**src/hdl/apa_pkg.sv**
```systemverilog
// Package: constants and types for the precharge and acquisition sequencer.
// Assumes one converter clock domain; converter clock rate given by a one-cycle enable.
package apa_pkg;
    // ===========================================================
    // Widths and limits
    localparam int APA_PRE_W = 8;
    localparam int APA_ACQ_W = 13;
    localparam logic [12:0] APA_ACQ_MAX = 13'h1fff;
    localparam logic [7:0] APA_PRE_ZERO = 8'h00;
    localparam logic [12:0] APA_ACQ_ZERO = 13'h0000;
    localparam logic [15:0] APA_CNT_ONE = 16'h0001;
    localparam logic [15:0] APA_CNT_ZERO = 16'h0000;
    localparam logic [7:0] APA_DIV_DEFAULT = 8'h00;

    // ===========================================================
    // Sequencer states
    typedef enum logic [1:0] {
        APA_IDLE,
        APA_PRECHARGE,
        APA_ACQUIRE,
        APA_CONVERT
    } apa_state_t;
endpackage : apa_pkg

```
**src/hdl/apa_seq.sv**
```systemverilog
// Precharge and acquisition sequencer ahead of an analog-to-digital conversion.
// Assumes start inputs are on clk_sys; the converter clock is an enable from apa_clk_div.
`timescale 1ns/100ps
module apa_seq
    import apa_pkg::*;
#(
    parameter int PRE_W = APA_PRE_W,
    parameter int ACQ_W = APA_ACQ_W,
    parameter int DIV_W = 8
)
(
    // Clock and reset
    input wire logic clk_sys,
    input wire logic srst,
    // Converter clock divider ratio
    input wire logic [DIV_W-1:0] conv_clk_div,
    // Conversion start sources
    input wire logic go_start,
    input wire logic trigger_start,
    input wire logic restart_start,
    // Configuration
    input wire logic [PRE_W-1:0] charge_phase_length,
    input wire logic [ACQ_W-1:0] sampling_window_length,
    input wire logic charge_phase_polarity,
    input wire logic pin_direction_control,
    // Conversion stage handshake
    input wire logic conv_done,
    // Channel pin
    output logic pin_out,
    output logic pin_oe,
    // Hold capacitor switches
    output logic hold_capacitor_to_vdd,
    output logic hold_capacitor_to_vss,
    output logic hold_capacitor_to_channel,
    // Status
    output logic precharge_active,
    output logic acquire_active,
    output logic conv_start,
    output logic busy
);
    initial
    begin
        if (PRE_W < 1 || PRE_W > 16) $error("apa_seq: PRE_W out of range");
        if (ACQ_W != APA_ACQ_W) $error("apa_seq: ACQ_W must match maximum window");
    end

    typedef struct packed {
        apa_state_t state;
        logic [15:0] cnt;
        logic pol;
        logic pin_out;
        logic pin_oe;
        logic cap_vdd;
        logic cap_vss;
        logic cap_chan;
        logic pre_act;
        logic acq_act;
        logic conv_start;
        logic busy;
    } apa_seq_t;

    apa_seq_t cur;
    apa_seq_t next_cur;
    logic tick;
    logic start_req;
    logic [15:0] acq_len;

    // ===========================================================
    // Converter clock enable
    apa_clk_div #(
        .DIV_W(DIV_W)
    ) u_div (
        .clk_sys(clk_sys),
        .srst(srst),
        .div_ratio(conv_clk_div),
        .tick(tick)
    );

    // ===========================================================
    // Acquisition length selection
    function automatic logic [15:0] acq_cycles(input logic [ACQ_W-1:0] len,
                                               input logic pre_on);
        logic [15:0] r;
        r = 16'(len);
        if (len == APA_ACQ_ZERO && pre_on)
            r = 16'(APA_ACQ_MAX);
        return r;
    endfunction : acq_cycles

    assign start_req = go_start | trigger_start | restart_start;
    assign acq_len = acq_cycles(sampling_window_length, charge_phase_length != APA_PRE_ZERO);

    // ===========================================================
    // Sequencer
    always_comb
    begin
        next_cur = cur;
        next_cur.conv_start = 1'b0;
        case (cur.state)
            APA_IDLE:
            begin
                if (start_req)
                begin
                    next_cur.busy = 1'b1;
                    next_cur.pol = charge_phase_polarity;
                    if (charge_phase_length != APA_PRE_ZERO)
                    begin
                        next_cur.state = APA_PRECHARGE;
                        next_cur.cnt = 16'(charge_phase_length);
                        next_cur.pre_act = 1'b1;
                        next_cur.cap_chan = 1'b0;
                        next_cur.cap_vdd = charge_phase_polarity;
                        next_cur.cap_vss = ~charge_phase_polarity;
                        next_cur.pin_out = charge_phase_polarity;
                        next_cur.pin_oe = 1'b1;
                    end
                    else if (acq_len != APA_CNT_ZERO)
                    begin
                        next_cur.state = APA_ACQUIRE;
                        next_cur.cnt = acq_len;
                        next_cur.acq_act = 1'b1;
                        next_cur.cap_chan = 1'b1;
                    end
                    else
                    begin
                        next_cur.state = APA_CONVERT;
                        next_cur.conv_start = 1'b1;
                        next_cur.cap_chan = 1'b0;
                    end
                end
            end
            APA_PRECHARGE:
            begin
                if (tick)
                begin
                    if (cur.cnt == APA_CNT_ONE)
                    begin
                        next_cur.state = APA_ACQUIRE;
                        next_cur.cnt = acq_len;
                        next_cur.pre_act = 1'b0;
                        next_cur.acq_act = 1'b1;
                        next_cur.pin_oe = 1'b0;
                        next_cur.pin_out = 1'b0;
                        next_cur.cap_vdd = 1'b0;
                        next_cur.cap_vss = 1'b0;
                        next_cur.cap_chan = 1'b1;
                    end
                    else
                    begin
                        next_cur.cnt = cur.cnt - APA_CNT_ONE;
                    end
                end
            end
            APA_ACQUIRE:
            begin
                if (tick)
                begin
                    if (cur.cnt == APA_CNT_ONE)
                    begin
                        next_cur.state = APA_CONVERT;
                        next_cur.acq_act = 1'b0;
                        next_cur.cap_chan = 1'b0;
                        next_cur.conv_start = 1'b1;
                    end
                    else
                    begin
                        next_cur.cnt = cur.cnt - APA_CNT_ONE;
                    end
                end
            end
            APA_CONVERT:
            begin
                if (conv_done)
                begin
                    next_cur.state = APA_IDLE;
                    next_cur.busy = 1'b0;
                end
            end
            default:
            begin
                next_cur = '0;
            end
        endcase
    end

    always_ff @(posedge clk_sys)
    begin
        if (srst)
            cur <= '0;
        else
            cur <= next_cur;
    end

    // ===========================================================
    // Outputs
    // The pin drive ignores pin_direction_control entirely, in every state.
    assign pin_out = cur.pin_out;
    assign pin_oe = cur.pin_oe;
    assign hold_capacitor_to_vdd = cur.cap_vdd;
    assign hold_capacitor_to_vss = cur.cap_vss;
    assign hold_capacitor_to_channel = cur.cap_chan;
    assign precharge_active = cur.pre_act;
    assign acquire_active = cur.acq_act;
    assign conv_start = cur.conv_start;
    assign busy = cur.busy;
endmodule : apa_seq

```
**src/hdl/apa_clk_div.sv**
```systemverilog
// Converter clock divider: one-cycle enable every div_ratio+1 system clocks.
// Assumes div_ratio is static while a sequence runs.
`timescale 1ns/100ps
module apa_clk_div
    import apa_pkg::*;
#(
    parameter int DIV_W = 8
)
(
    // Clock and reset
    input wire logic clk_sys,
    input wire logic srst,
    // Control
    input wire logic [DIV_W-1:0] div_ratio,
    // Enable
    output logic tick
);
    initial
    begin
        if (DIV_W < 1) $error("apa_clk_div: DIV_W must be at least 1");
    end

    typedef struct packed {
        logic [DIV_W-1:0] cnt;
        logic tick;
    } apa_div_t;

    apa_div_t cur;
    apa_div_t next_cur;

    // ===========================================================
    // Divider
    always_comb
    begin
        next_cur = cur;
        next_cur.tick = 1'b0;
        if (cur.cnt >= div_ratio)
        begin
            next_cur.cnt = '0;
            next_cur.tick = 1'b1;
        end
        else
        begin
            next_cur.cnt = cur.cnt + 1'b1;
        end
    end

    always_ff @(posedge clk_sys)
    begin
        if (srst)
            cur <= '0;
        else
            cur <= next_cur;
    end

    assign tick = cur.tick;
endmodule : apa_clk_div

```
**config.mk**
```make
export PLATFORM = sky130hd
export DESIGN_NAME = apa_seq
export DESIGN_NICKNAME = d
export VERILOG_FILES = /design/src/hdl/apa_pkg.sv /design/src/hdl/apa_seq.sv /design/src/hdl/apa_clk_div.sv
export SDC_FILE = /design/constraint.sdc
export NUM_CORES = 1
export LEC_CHECK = 0
export ABC_AREA = 1
export ABC_CLOCK_PERIOD_IN_PS = 1650
export BUFFER_PORTS_ARGS = -buffer_cell sky130_fd_sc_hd__buf_2
export CORE_MARGIN = 1.5
export CORE_UTILIZATION = 25
export DETAILED_ROUTE_END_ITERATION = 10
export PLACE_DENSITY_LB_ADDON = 0.1
export SLEW_MARGIN = 20
export SYNTH_ARGS = -nofsm -noshare
export SYNTH_HDL_FRONTEND = slang
export SYNTH_SLANG_ARGS = --single-unit
export TNS_END_PERCENT = 50
```
**constraint.sdc**
```tcl
create_clock -name clk_sys -period 1.65 [get_ports clk_sys]
set_input_delay 0.33 -clock clk_sys [delete_from_list [all_inputs] [get_ports clk_sys]]
set_output_delay 0.33 -clock clk_sys [all_outputs]
set_load 0.01 [all_outputs]
```
Word level (Yosys, flattened, before mapping). Index checks and enable logic that the tools add are counted.

Input port bits: 37. Logic and storage cells: 86. Bits in registers: 37.

Bitwise gates (word level): 3. Equality and inequality tests: 15. Reduce and logical (&&, ||, !) cells: 16. Order comparisons: 1. Multiplexer cells: 35. Add/subtract/negate cells: 2.

Operators with widths (count): $mux 18 (3); $mux 16 (3); $pmux 16 s3 (1); $mux 28 (1); $reduce_and 6->1 (3); $eq 16x1->1 const B (1); $ne 2x2->1 const B (8); $reduce_bool 16->1 (1); $sub 16x1->16 const B (1); $mux 7 (2); $logic_not 13->1 (1); $mux 13 (1); $mux 2 (6); $mux 1 (10); $add 8x1->8 const B (1); $ge 8x8->1 (1); $pmux 2 s4 (1); $pmux 4 s2 (1); $reduce_and 8->1 (1); $reduce_bool 8->1 (1); $pmux 1 s2 (3); $pmux 1 s3 (2); $reduce_and 5->1 (1); $eq 2x2->1 const B (2); other kinds (13) (16).

Depth between registers and ports, before layout. Gate-level depths: netlist (run 1).

Depth after elaboration: 8. Mapped depth: 13. Depth with buffers taken out: 12.

Cells and area by module. From an unflattened synthesis (run 1), not the netlist that was laid out.

Cell total of the unflattened synthesis: 437. Area, all modules: 2692.6 µm².

Modules (own cells, without submodules): apa_seq (cells an instance 359, seq. area each 500.5 µm², area each 2098.3 µm², instances 1); apa_clk_div (cells an instance 78, seq. area each 180.2 µm², area each 594.3 µm², instances 1).

Least setup slack after synthesis (run 1). No wires, ideal clock.

Path type: register -> register. Start point: register cur[27] (netlist bit). End point: register cur[16] (netlist bit). Arrival time: 1.621 ns. Path slack: -0.085 ns. Clock period less this slack: 1.735 ns. Buffers on the path: 1. Cell stages (with the launch flop): 14. Required time: 1.535 ns. Path through: dfxtp_1 inv_1 ha_1 inv_2 nand2_2 nand2_2 nand2_2 nor2_4 nand2_2 nor2_4 buf_6 nand3b_1 nor2_1 nor2_1.

Longest elaborated chain between the ends: 3. Elaborated cells between the ends (all ways): 11.

Ends and longest elaborated chain: from (decl) (line apa_seq.sv:62) `apa_seq_t cur;`; from (signal assigned) (line apa_seq.sv:191) `cur <= next_cur;`; $eq 2x2->1 (tied with other cells) (line apa_seq.sv:99) `case (cur.state)`; $ne 2x2->1 (no source line) (tied with other cells); $reduce_and 6->1 (no source line).

Parallel ways exist; a longest one is shown, timed or not. A chain may end at the register's enable or synchronous reset.

Final worst setup path (run 1). Ends and elaborated chain as after synthesis.

==> flow_results.org, run 1 <==
** Yosys
- When the netlist entered floorplanning its net count stood at 500.
- Summing every instance area after synthesis gives 2680 µm².
- Among all flip-flop cells after synthesis, the most frequent one is sky130_fd_sc_hd__dfxtp_1.
- Number of flops mapped to enable cells by yosys :: 0
- The synthesized design devotes to its leading area cell type 25.4% of total area.
- Counting flops and latches in the post-synthesis netlist gives 34.
- Most repeated cell in the gate-level netlist after synthesis :: sky130_fd_sc_hd__nand2_1
- Synthesized instance count :: 447
- Commonest cells in the netlist :: 121 x sky130_fd_sc_hd__nand2_1, 81 x sky130_fd_sc_hd__nor2_1, 52 x sky130_fd_sc_hd__inv_1, 34 x sky130_fd_sc_hd__dfxtp_1, 28 x sky130_fd_sc_hd__nand3_1
- For this run, the register share of the synthesized area comes to 25.4%.
- By area the synthesized netlist is led by sky130_fd_sc_hd__dfxtp_1 25%, sky130_fd_sc_hd__nand2_1 17%, sky130_fd_sc_hd__nor2_1 11%.
- Post-synth ARST share :: 0%
- A synthesized cell averages 6.00 µm².
- sky130_fd_sc_hd__dfxtp_1 takes more of the synthesized area than any other cell.
- YS warnings :: 0
- Netlist cell types :: 29

** Floorplan
- The floorplan step set the die width to 107 µm.
- Area of the die :: 11400 µm²
- For this configuration, the core starts out at a cell density of 25.9%.
- Core area :: 10400 µm²
- From bottom edge to top edge, the die measures 107 µm.
- I/O pin cnt :: 46
- Count of standard-cell rows :: 37

** Global routing
- Overall overflow remaining after global route :: 0
- Entering global routing, the biggest net connects 15 pins.
- The initial antenna violation count was 0.
- Vias in the first global route :: 3111
- GRT Resource Usage Total :: 16.4%
- First-pass GRT wire length :: 14700 µm

** Timing
- At the pin with the least slew margin, the transition time is 226 ps.
- The smallest clock period supported by the final layout is computed as 1710 ps.
- Timing-limited maximum frequency :: 0.584 GHz
- Unrepaired setup endpoints after global routing :: true
- Once routing completed, OpenROAD measured the worst setup slack at -62.4 ps.
- Final count of negative-setup-slack endpoints :: 7
- Slew Limit Headroom :: 84.8%
- The number of pins exceeding their max-slew limit in the final report was 0.
- The number of endpoints with negative hold slack in the final report came to 0.
- Hold timing on the final database bottoms out at a slack of 324 ps.
- Across the routed clock network, the largest skew measured is 4.75 ps.
- The worst path uses 104% of the clock period.

** Power
- Sw power :: 2.98 mW
- Internal Power :: 3.57 mW
- Net switching is 45.6% of the power.
- The worst-case IR drop observed on VDD is 0.711 mV.
- The share of total power dissipated in combinational logic is 68.5%.
- For this design the ratio of total power to cell area is 1620 nW/µm².
- Leakage :: 2.04 nW
- Registers are responsible for 19.8% of the overall power.
- Share of power burned in the clock network :: 11.7%

** Final layout
- The repair_antennas step left the layout with diodes totalling 0.
- Synth-to-Final Area Change :: 51.0%
- FILL cells :: 1184
- The finished cells cover 4050 µm².
- In the final design database the tool counted 621 nets.
- Share of post-route cells with drive strength above 1 :: 35.5%

** Routing
- Final wirelength :: 8790 µm
- Dividing the detail-routed via count by the number of cells gives 4.36.
- Detailed Route Iter0 Violations :: 106
- First-pass detailed-route iteration total :: 4
- Remaining routing DRC violations :: 0
- The count of nets left with antenna violations once routing finished came out at 0.
- In the final routed layout, each cell accounts on average for 12.5 µm.
- Total via count after detailed routing :: 3072

** Critical path
- Capture point of the critical path :: cur[16]$_SDFFE_PP0P_
- Startpoint of the worst setup timing path :: cur[27]$_SDFFE_PP0P_
- STA classifies the critical path startpoint as a flip-flop.
- Reg2Reg Capture Point :: cur[16]$_SDFFE_PP0P_
- Endpoint required time on the critical path :: 1840 ps
- Data arrives at the worst endpoint at 1900 ps.
- The worst setup path is captured at a flip-flop.
- Slack of the worst reg-to-reg path :: -60 ps
- Reg2Reg Launch Point :: cur[27]$_SDFFE_PP0P_
- The worst setup path is of the reg -> reg kind.
- Largest fanout on the critical path :: 7
- The number of cells on the worst reg-to-reg path is 14.

** Job
- Number of maximum-capacitance violations :: 0

** CTS
- Clock slew at the register clock pins of the worst setup and hold paths :: 80 ps
- TritonCTS clock tree :: yes
- Number of clock buffers inserted by TritonCTS :: 5
- For the worst-skew pair, the clock arrives at the later sink with an insertion delay of 290 ps.
- Buffer cell driving the clock tree root :: sky130_fd_sc_hd__clkbuf_8
- CTS Buffer Depth :: 2
- Clock tree synthesis found a total of 34 sinks.
- In this run the number of H-tree levels came out at 2.

** Min path
- Min-Delay Path Class :: in -> reg

** Placed design
- Last weighted congestion value of the routability-driven placer :: 0.812
- Final HPWL DP :: 6990 µm
- Summing all placed instances gives a cell area of 3550 µm².
- IO Port Bufs :: 44

** Status
- Violations in the final reports :: negative setup slack
- Outcome :: complete, but fails checks
[area by class of cell]
type | count | area [µm²] | share of cell area (%)
timing repair buffer | 123 | 887 | 21.9
clock buffer | 8 | 110 | 2.72
tap | 136 | 170 | 4.20
sequential | 34 | 694 | 17.2
inverter | 56 | 233 | 5.75
multi-input combinational | 348 | 1950 | 48.3
[per-stage QoR]
stage	std cells	setup TNS [ps]	setup WS, ps	util, %	power (mW)
floorplan	447	0	6.59	-	3.51
global placement	683	-1790	-247	34.3	4.88
detailed placement	683	-1590	-201	34.3	4.87
CTS	699	-375	-58.8	37.3	6.21
global route	705	-1400	-150	39.0	7.15
finish	705	-194	-62.4	39.0	6.55
[power by group through the flow]
| stage | clock network, mW | logic (mW) | registers, mW |
|---|---|---|---|
| floorplan | 0 | 2.22 | 1.29 |
| global placement | 0 | 3.63 | 1.25 |
| detailed placement | 0 | 3.61 | 1.26 |
| CTS | 0.793 | 4.14 | 1.27 |
| global route | 0.835 | 4.97 | 1.34 |
| finish | 0.767 | 4.49 | 1.30 |
[worst max-delay path, cell delays in order, from the launching register on]
cell and delay [ps]:
sky130_fd_sc_hd__dfxtp_4 390, sky130_fd_sc_hd__inv_6 50, sky130_fd_sc_hd__ha_4 160, sky130_fd_sc_hd__inv_4 60, sky130_fd_sc_hd__nand2_4 50, sky130_fd_sc_hd__nand2_4 70
sky130_fd_sc_hd__nand2_4 50, sky130_fd_sc_hd__nor2_4 90, sky130_fd_sc_hd__nand2_2 70, sky130_fd_sc_hd__nor2_4 100, sky130_fd_sc_hd__buf_12 150, sky130_fd_sc_hd__buf_12 120
sky130_fd_sc_hd__nand3b_1 110, sky130_fd_sc_hd__nor2_1 100, sky130_fd_sc_hd__nor2_1 40
[cells in the final DEF, fill, tap and decap left out, types with 4 or more instances in the layout]
| cell type | n |
|---|---|
| sky130_fd_sc_hd__a21oi_1 | 24 |
| sky130_fd_sc_hd__a21oi_2 | 7 |
| sky130_fd_sc_hd__buf_2 | 45 |
| sky130_fd_sc_hd__buf_4 | 70 |
| sky130_fd_sc_hd__clkbuf_8 | 8 |
| sky130_fd_sc_hd__dfxtp_1 | 29 |
| sky130_fd_sc_hd__ha_1 | 12 |
| sky130_fd_sc_hd__ha_4 | 4 |
| sky130_fd_sc_hd__inv_1 | 46 |
| sky130_fd_sc_hd__inv_2 | 4 |
| sky130_fd_sc_hd__nand2_1 | 111 |
| sky130_fd_sc_hd__nand2_2 | 10 |
| sky130_fd_sc_hd__nand2_4 | 6 |
| sky130_fd_sc_hd__nand3_1 | 24 |
| sky130_fd_sc_hd__nand3_2 | 4 |
| sky130_fd_sc_hd__nand4_1 | 7 |
| sky130_fd_sc_hd__nor2_1 | 69 |
| sky130_fd_sc_hd__nor2_2 | 10 |
| sky130_fd_sc_hd__nor2_4 | 10 |
| sky130_fd_sc_hd__o21ai_0 | 9 |
| sky130_fd_sc_hd__o21ai_1 | 14 |
| sky130_fd_sc_hd__xnor2_1 | 4 |
| sky130_fd_sc_hd__xor2_1 | 10 |
[logic make-up (layout without fill, tap and decap cells)]
family | Yosys count | after routing | synth area share [%]
compound gates | 61 | 61 | 12.2
fa+ha+maj | 16 | 16 | 7.47
buf+inv | 65 | 187 | 10.1
xor+xnor | 14 | 14 | 4.57
simple gates | 257 | 257 | 40.2
flops | 34 | 34 | 25.4
[state kept, by name, summed over array words and instances, names as in the netlist]
| name | count |
|---|---|
| hold_capacitor_to_channel | 1 |
| conv_start | 1 |
| acquire_active | 1 |
| busy | 1 |
| u_div.tick | 1 |
| u_div.cur | 8 |
| hold_capacitor_to_vss | 1 |
| cur | 18 |
| pin_out | 1 |
| pin_oe | 1 |
[how the worst min path moves through the flow]
| stage | start | to | slack, ps | cells past startpoint |
|---|---|---|---|---|
| detailed placement | hold_capacitor_to_vss$_SDFFE_PP0P_ | hold_capacitor_to_vss$_SDFFE_PP0P_ | 450 | 2 |
| floorplan | u_div.cur[1]$_SDFF_PP0_ | u_div.cur[1]$_SDFF_PP0_ | 430 | 1 |
| global placement | u_div.cur[1]$_SDFF_PP0_ | u_div.cur[1]$_SDFF_PP0_ | 450 | 1 |
| CTS | charge_phase_polarity | pin_out$_SDFFE_PP0P_ | 310 | 3 |
| finish | charge_phase_polarity | pin_out$_SDFFE_PP0P_ | 320 | 3 |
| global route | charge_phase_polarity | pin_out$_SDFFE_PP0P_ | 320 | 3 |
[per-layer routing]
metal,vias to the layer above,track usage (%),share of wire (%)
met5,-,0,0
met4,0,4.10,1.0
met3,9,2.58,3.1
met2,38,28.6,49
met1,1371,21.0,47
li1,1654,-,-
[repair_timing]
item	CTS	global route
setup endpoints to repair	18	23
hold buffers	0	0
buffers inserted	6	6
cloned	2	0
pin swaps	14	10
gates resized for setup	34	41
Power figures use the tool's default switching activity.
==> run 2: changes to the inputs <==
CORE_UTILIZATION = 51   (was 25)
CTS_CLUSTER_SIZE = 10   (was unset)
REMOVE_ABC_BUFFERS = 1   (was unset)
==> run 2 against run 1 <==
Compared with the run above:
- the flow still finishes with violations (negative setup slack)
- cell count is 13% lower
- sequential cell count stayed put
- combinational power is 18% lower
- design area is 12% lower
- largest power group unchanged
- critical path type unchanged
==> flow_results.org, run 2 (synthesis gave the netlist of run 1 again) <==
** Status
- Outcome :: complete, but fails checks
- The checks that failed: negative setup slack.

** CTS
- The CTS buffer count came to 5 (unchanged).
- Clock latency on the worst-skew pair :: 290 ps (about the same)
- CTS Buffer Depth :: 2 (unchanged)
- CTS sink cnt :: 34 (unchanged)
- TritonCTS clock tree :: yes
- The tree is rooted in a sky130_fd_sc_hd__clkbuf_8.
- The deepest level of the CTS H-tree was 2 (unchanged).
- Hold bufs inserted after CTS :: 0 (unchanged)
- The clock transition time at the flip-flop clock pins of the worst setup and hold paths came to 70 ps (about the same).

** Timing
- Period minus WS final :: 1680 ps (-34.5 ps)
- The worst slew margin relative to its limit came to 75.9% (-8.9 points).
- Timing-limited maximum frequency :: 0.596 GHz (+2.1%)
- Worst path setup slack after routing :: -27.9 ps (+34.5 ps)
- Unrepaired setup endpoints after global routing :: true
- Final Hold Vio Count :: 0 (unchanged)
- The transition at the pin with the smallest max-transition slack is 360 ps (+134 ps).
- Total negative slack for setup checks :: -115 ps (+79.7 ps)
- The final hold slack was 337 ps (+12.9 ps).
- The setup-violating endpoint count in the final report is 11 (+4).
- The final critical-path share of the clock period is 102% (-2.1 points).
- The worst-case clock skew came to 3.14 ps (-1.61 ps).
- Number of slew-limit violations in the final report :: 0 (unchanged)

** Final layout
- Net count, final :: 596 (-4.0%)
- Top reg by flops :: cur
- Largest regs :: cur: 18 flops, u_div.cur: 8 flops
- Commonest non-fill, non-tap cells in the layout :: 117 x sky130_fd_sc_hd__nand2_1, 75 x sky130_fd_sc_hd__nor2_1, 51 x sky130_fd_sc_hd__buf_4, 48 x sky130_fd_sc_hd__inv_1, 44 x sky130_fd_sc_hd__buf_2
- Share of post-route cells with drive strength above 1 :: 29.0% (-6.5 points)
- The number of antenna repair diodes is 0 (unchanged).
- Number of flip-flops under the largest register name :: 18 (unchanged)
- The library cell used most frequently in the layout, excluding fill and tap cells, is sky130_fd_sc_hd__nand2_1.
- Relative to the synthesized area, the layout overhead comes to 33.1%.
- The filler cell count was 461 (-61%).

** Critical path
- Endpoint required time on the critical path :: 1840 ps (about the same)
- The peak fanout along the critical path is 6 (-1).
- In this run the critical register-to-register path is launched from cur[26]$_SDFFE_PP0P_.
- Worst reg-to-reg path cell count :: 11 (-3)
- The critical path in this run is classified as reg -> reg.
- The most numerous cell type found on the critical path is sky130_fd_sc_hd__nor2_1.
- Stage delay of the slowest cell on the critical path :: 380 ps (about the same)
- Slack of the worst reg-to-reg path :: -30 ps (+30 ps)
- Critical path arrival :: 1870 ps (-30 ps)
- Startpoint kind of the worst setup timing path :: flip-flop
- The worst setup path is captured at a flip-flop.
- Reg2Reg Capture Point :: cur[16]$_SDFFE_PP0P_
- For this design, the slowest cell found on the critical path is sky130_fd_sc_hd__dfxtp_4.
- Chain of cells forming the critical path :: inv_4 -> ha_1 -> inv_1 -> nand2_2 -> inv_2 -> buf_4 -> nand2_1 -> o21ai_0 -> nand3b_1 -> nor2_1 -> nor2_1

** Global routing
- The overall track demand over capacity in global routing is 28.7% (+12 points).
- First-pass GRT wire length :: 12500 µm (-15%)
- Pin count of the biggest net entering global routing :: 16 (+1)
- Overall overflow remaining after global route :: 0 (unchanged)
- The initial antenna violation count was 0 (unchanged).
- The via count of the first global-routing pass was 2964 (-4.7%).

** Placed design
- Post-placement setup slack :: -198 ps (+2.74 ps)
- IO Port Bufs :: 44 (unchanged)
- Final HPWL DP :: 5920 µm (-15%)
- Last weighted congestion value of the routability-driven placer :: 0.897 (+10%)

** Floorplan
- Count of standard-cell rows :: 26 (-30%)
- Die span in y :: 75.5 µm (-29%)
- Core area :: 5070 µm² (-51%)
- The area of the die was 5700 µm² (-50%).
- The I/O pin total is 46 (unchanged).
- Horizontal extent of the die :: 75.5 µm (-29%)
- The starting utilization of the core area is 52.8% (+27 points).

** Routing
- Remaining routing DRC violations :: 0 (unchanged)
- Post-route antenna net violation count :: 0 (unchanged)
- Final wirelength :: 7760 µm (-12%)
- Average wire per standard cell :: 12.6 µm (+1.3%)
- Post-detailed-route via-to-cell ratio :: 5.08 (+17%)
- The number of DRC markers in iteration 0 is 191 (+80%).
- First-pass detailed-route iteration total :: 4 (unchanged)
- The via count is 3120 (+1.6%).

** Job
- Number of maximum-capacitance violations :: 0 (unchanged)

** Power
- The static power due to leakage came to 1.86 nW (-9.2%).
- The total power of the final layout is 5.60 mW (-15%).
- Power per Cell Area :: 1570 nW/µm² (-3.1%)
- Max VDD drop :: 1.12 mV (+57%)

** Min path
- The min-delay analysis places its worst path in the category in -> reg.
- Cell depth of the worst min-delay path :: 4 (+1)
- Capture endpoint of the worst hold path :: hold_capacitor_to_vss$_SDFFE_PP0P_
- Hold wc startpoint :: charge_phase_polarity
## run 2: cell count changes in the layout (fill, tap and decap cells not counted), moves of 3 or more
cell                      delta
sky130_fd_sc_hd__nand2_1     +6
sky130_fd_sc_hd__nor2_1      +6
sky130_fd_sc_hd__buf_12      -3
sky130_fd_sc_hd__nor2_4      -7
sky130_fd_sc_hd__o21ai_0     +3
sky130_fd_sc_hd__nand2_2     -4
sky130_fd_sc_hd__buf_4      -19
## run 2: stage by stage
stage,instances,instance area (µm²),utilization (%)
floorplan,438,2620,-
global placement,600,3290,64.8
detailed placement,600,3290,64.8
CTS,613,3500,68.9
global route,614,3570,70.3
finish,614,3570,70.3
## run 2: power by group
group	internal, mW	switching [mW]	total [mW]
clock	0.337	0.324	0.661
sequential	1.06	0.207	1.27
combinational	1.51	2.16	3.67
total	2.90	2.70	5.60
## run 2: layout make-up
class | count | area (µm²) | area share, %
clock buffers | 7 | 86.3 | 2.42
flip-flops and latches | 34 | 691 | 19.4
repair buffers | 97 | 626 | 17.5
clock inverters | 1 | 5.00 | 0.140
well taps | 70 | 87.6 | 2.45
inverters | 56 | 216 | 6.07
multi-input cells | 349 | 1860 | 52.0
## run 2: per-layer routing
| layer | wire, µm | GRT usage, % | vias to the layer above |
|---|---|---|---|
| met3 | 436 | 5.56 | 25 |
| met4 | 214 | 13.1 | 0 |
| met2 | 3880 | 51.1 | 81 |
| met1 | 3230 | 33.0 | 1414 |
| met5 | 0 | 0 | - |
| li1 | - | - | 1600 |
## run 2: worst max-delay path by stage
| stage | start | to | slack, ps |
|---|---|---|---|
| floorplan | cur[26]$_SDFFE_PP0P_ | cur[16]$_SDFFE_PP0P_ | -240 |
| global placement | cur[26]$_SDFFE_PP0P_ | cur[25]$_SDFFE_PP0P_ | -120 |
| detailed placement | cur[26]$_SDFFE_PP0P_ | cur[25]$_SDFFE_PP0P_ | -200 |
| CTS | cur[27]$_SDFFE_PP0P_ | cur[25]$_SDFFE_PP0P_ | -20 |
| global route | cur[27]$_SDFFE_PP0P_ | cur[17]$_SDFFE_PP0P_ | -170 |
| finish | cur[26]$_SDFFE_PP0P_ | cur[16]$_SDFFE_PP0P_ | -30 |
## run 2: critical path: cells and delay by family, from the launching register on
| family | cells | cell delay, ps |
|---|---|---|
| and+or+nand+nor | 5 | 500 |
| AOI/OAI and AO/OA | 1 | 70 |
| DFF | 1 | 380 |
| adders and majority gates | 1 | 290 |
| buffers and inverters | 4 | 330 |
## run 2: timing repair
item,CTS,global route
setup endpoints to repair,18,25
gates resized for setup,25,21
setup buffers,4,1
cloned,1,0
pin swaps,3,6
hold endpoints to repair,0,0
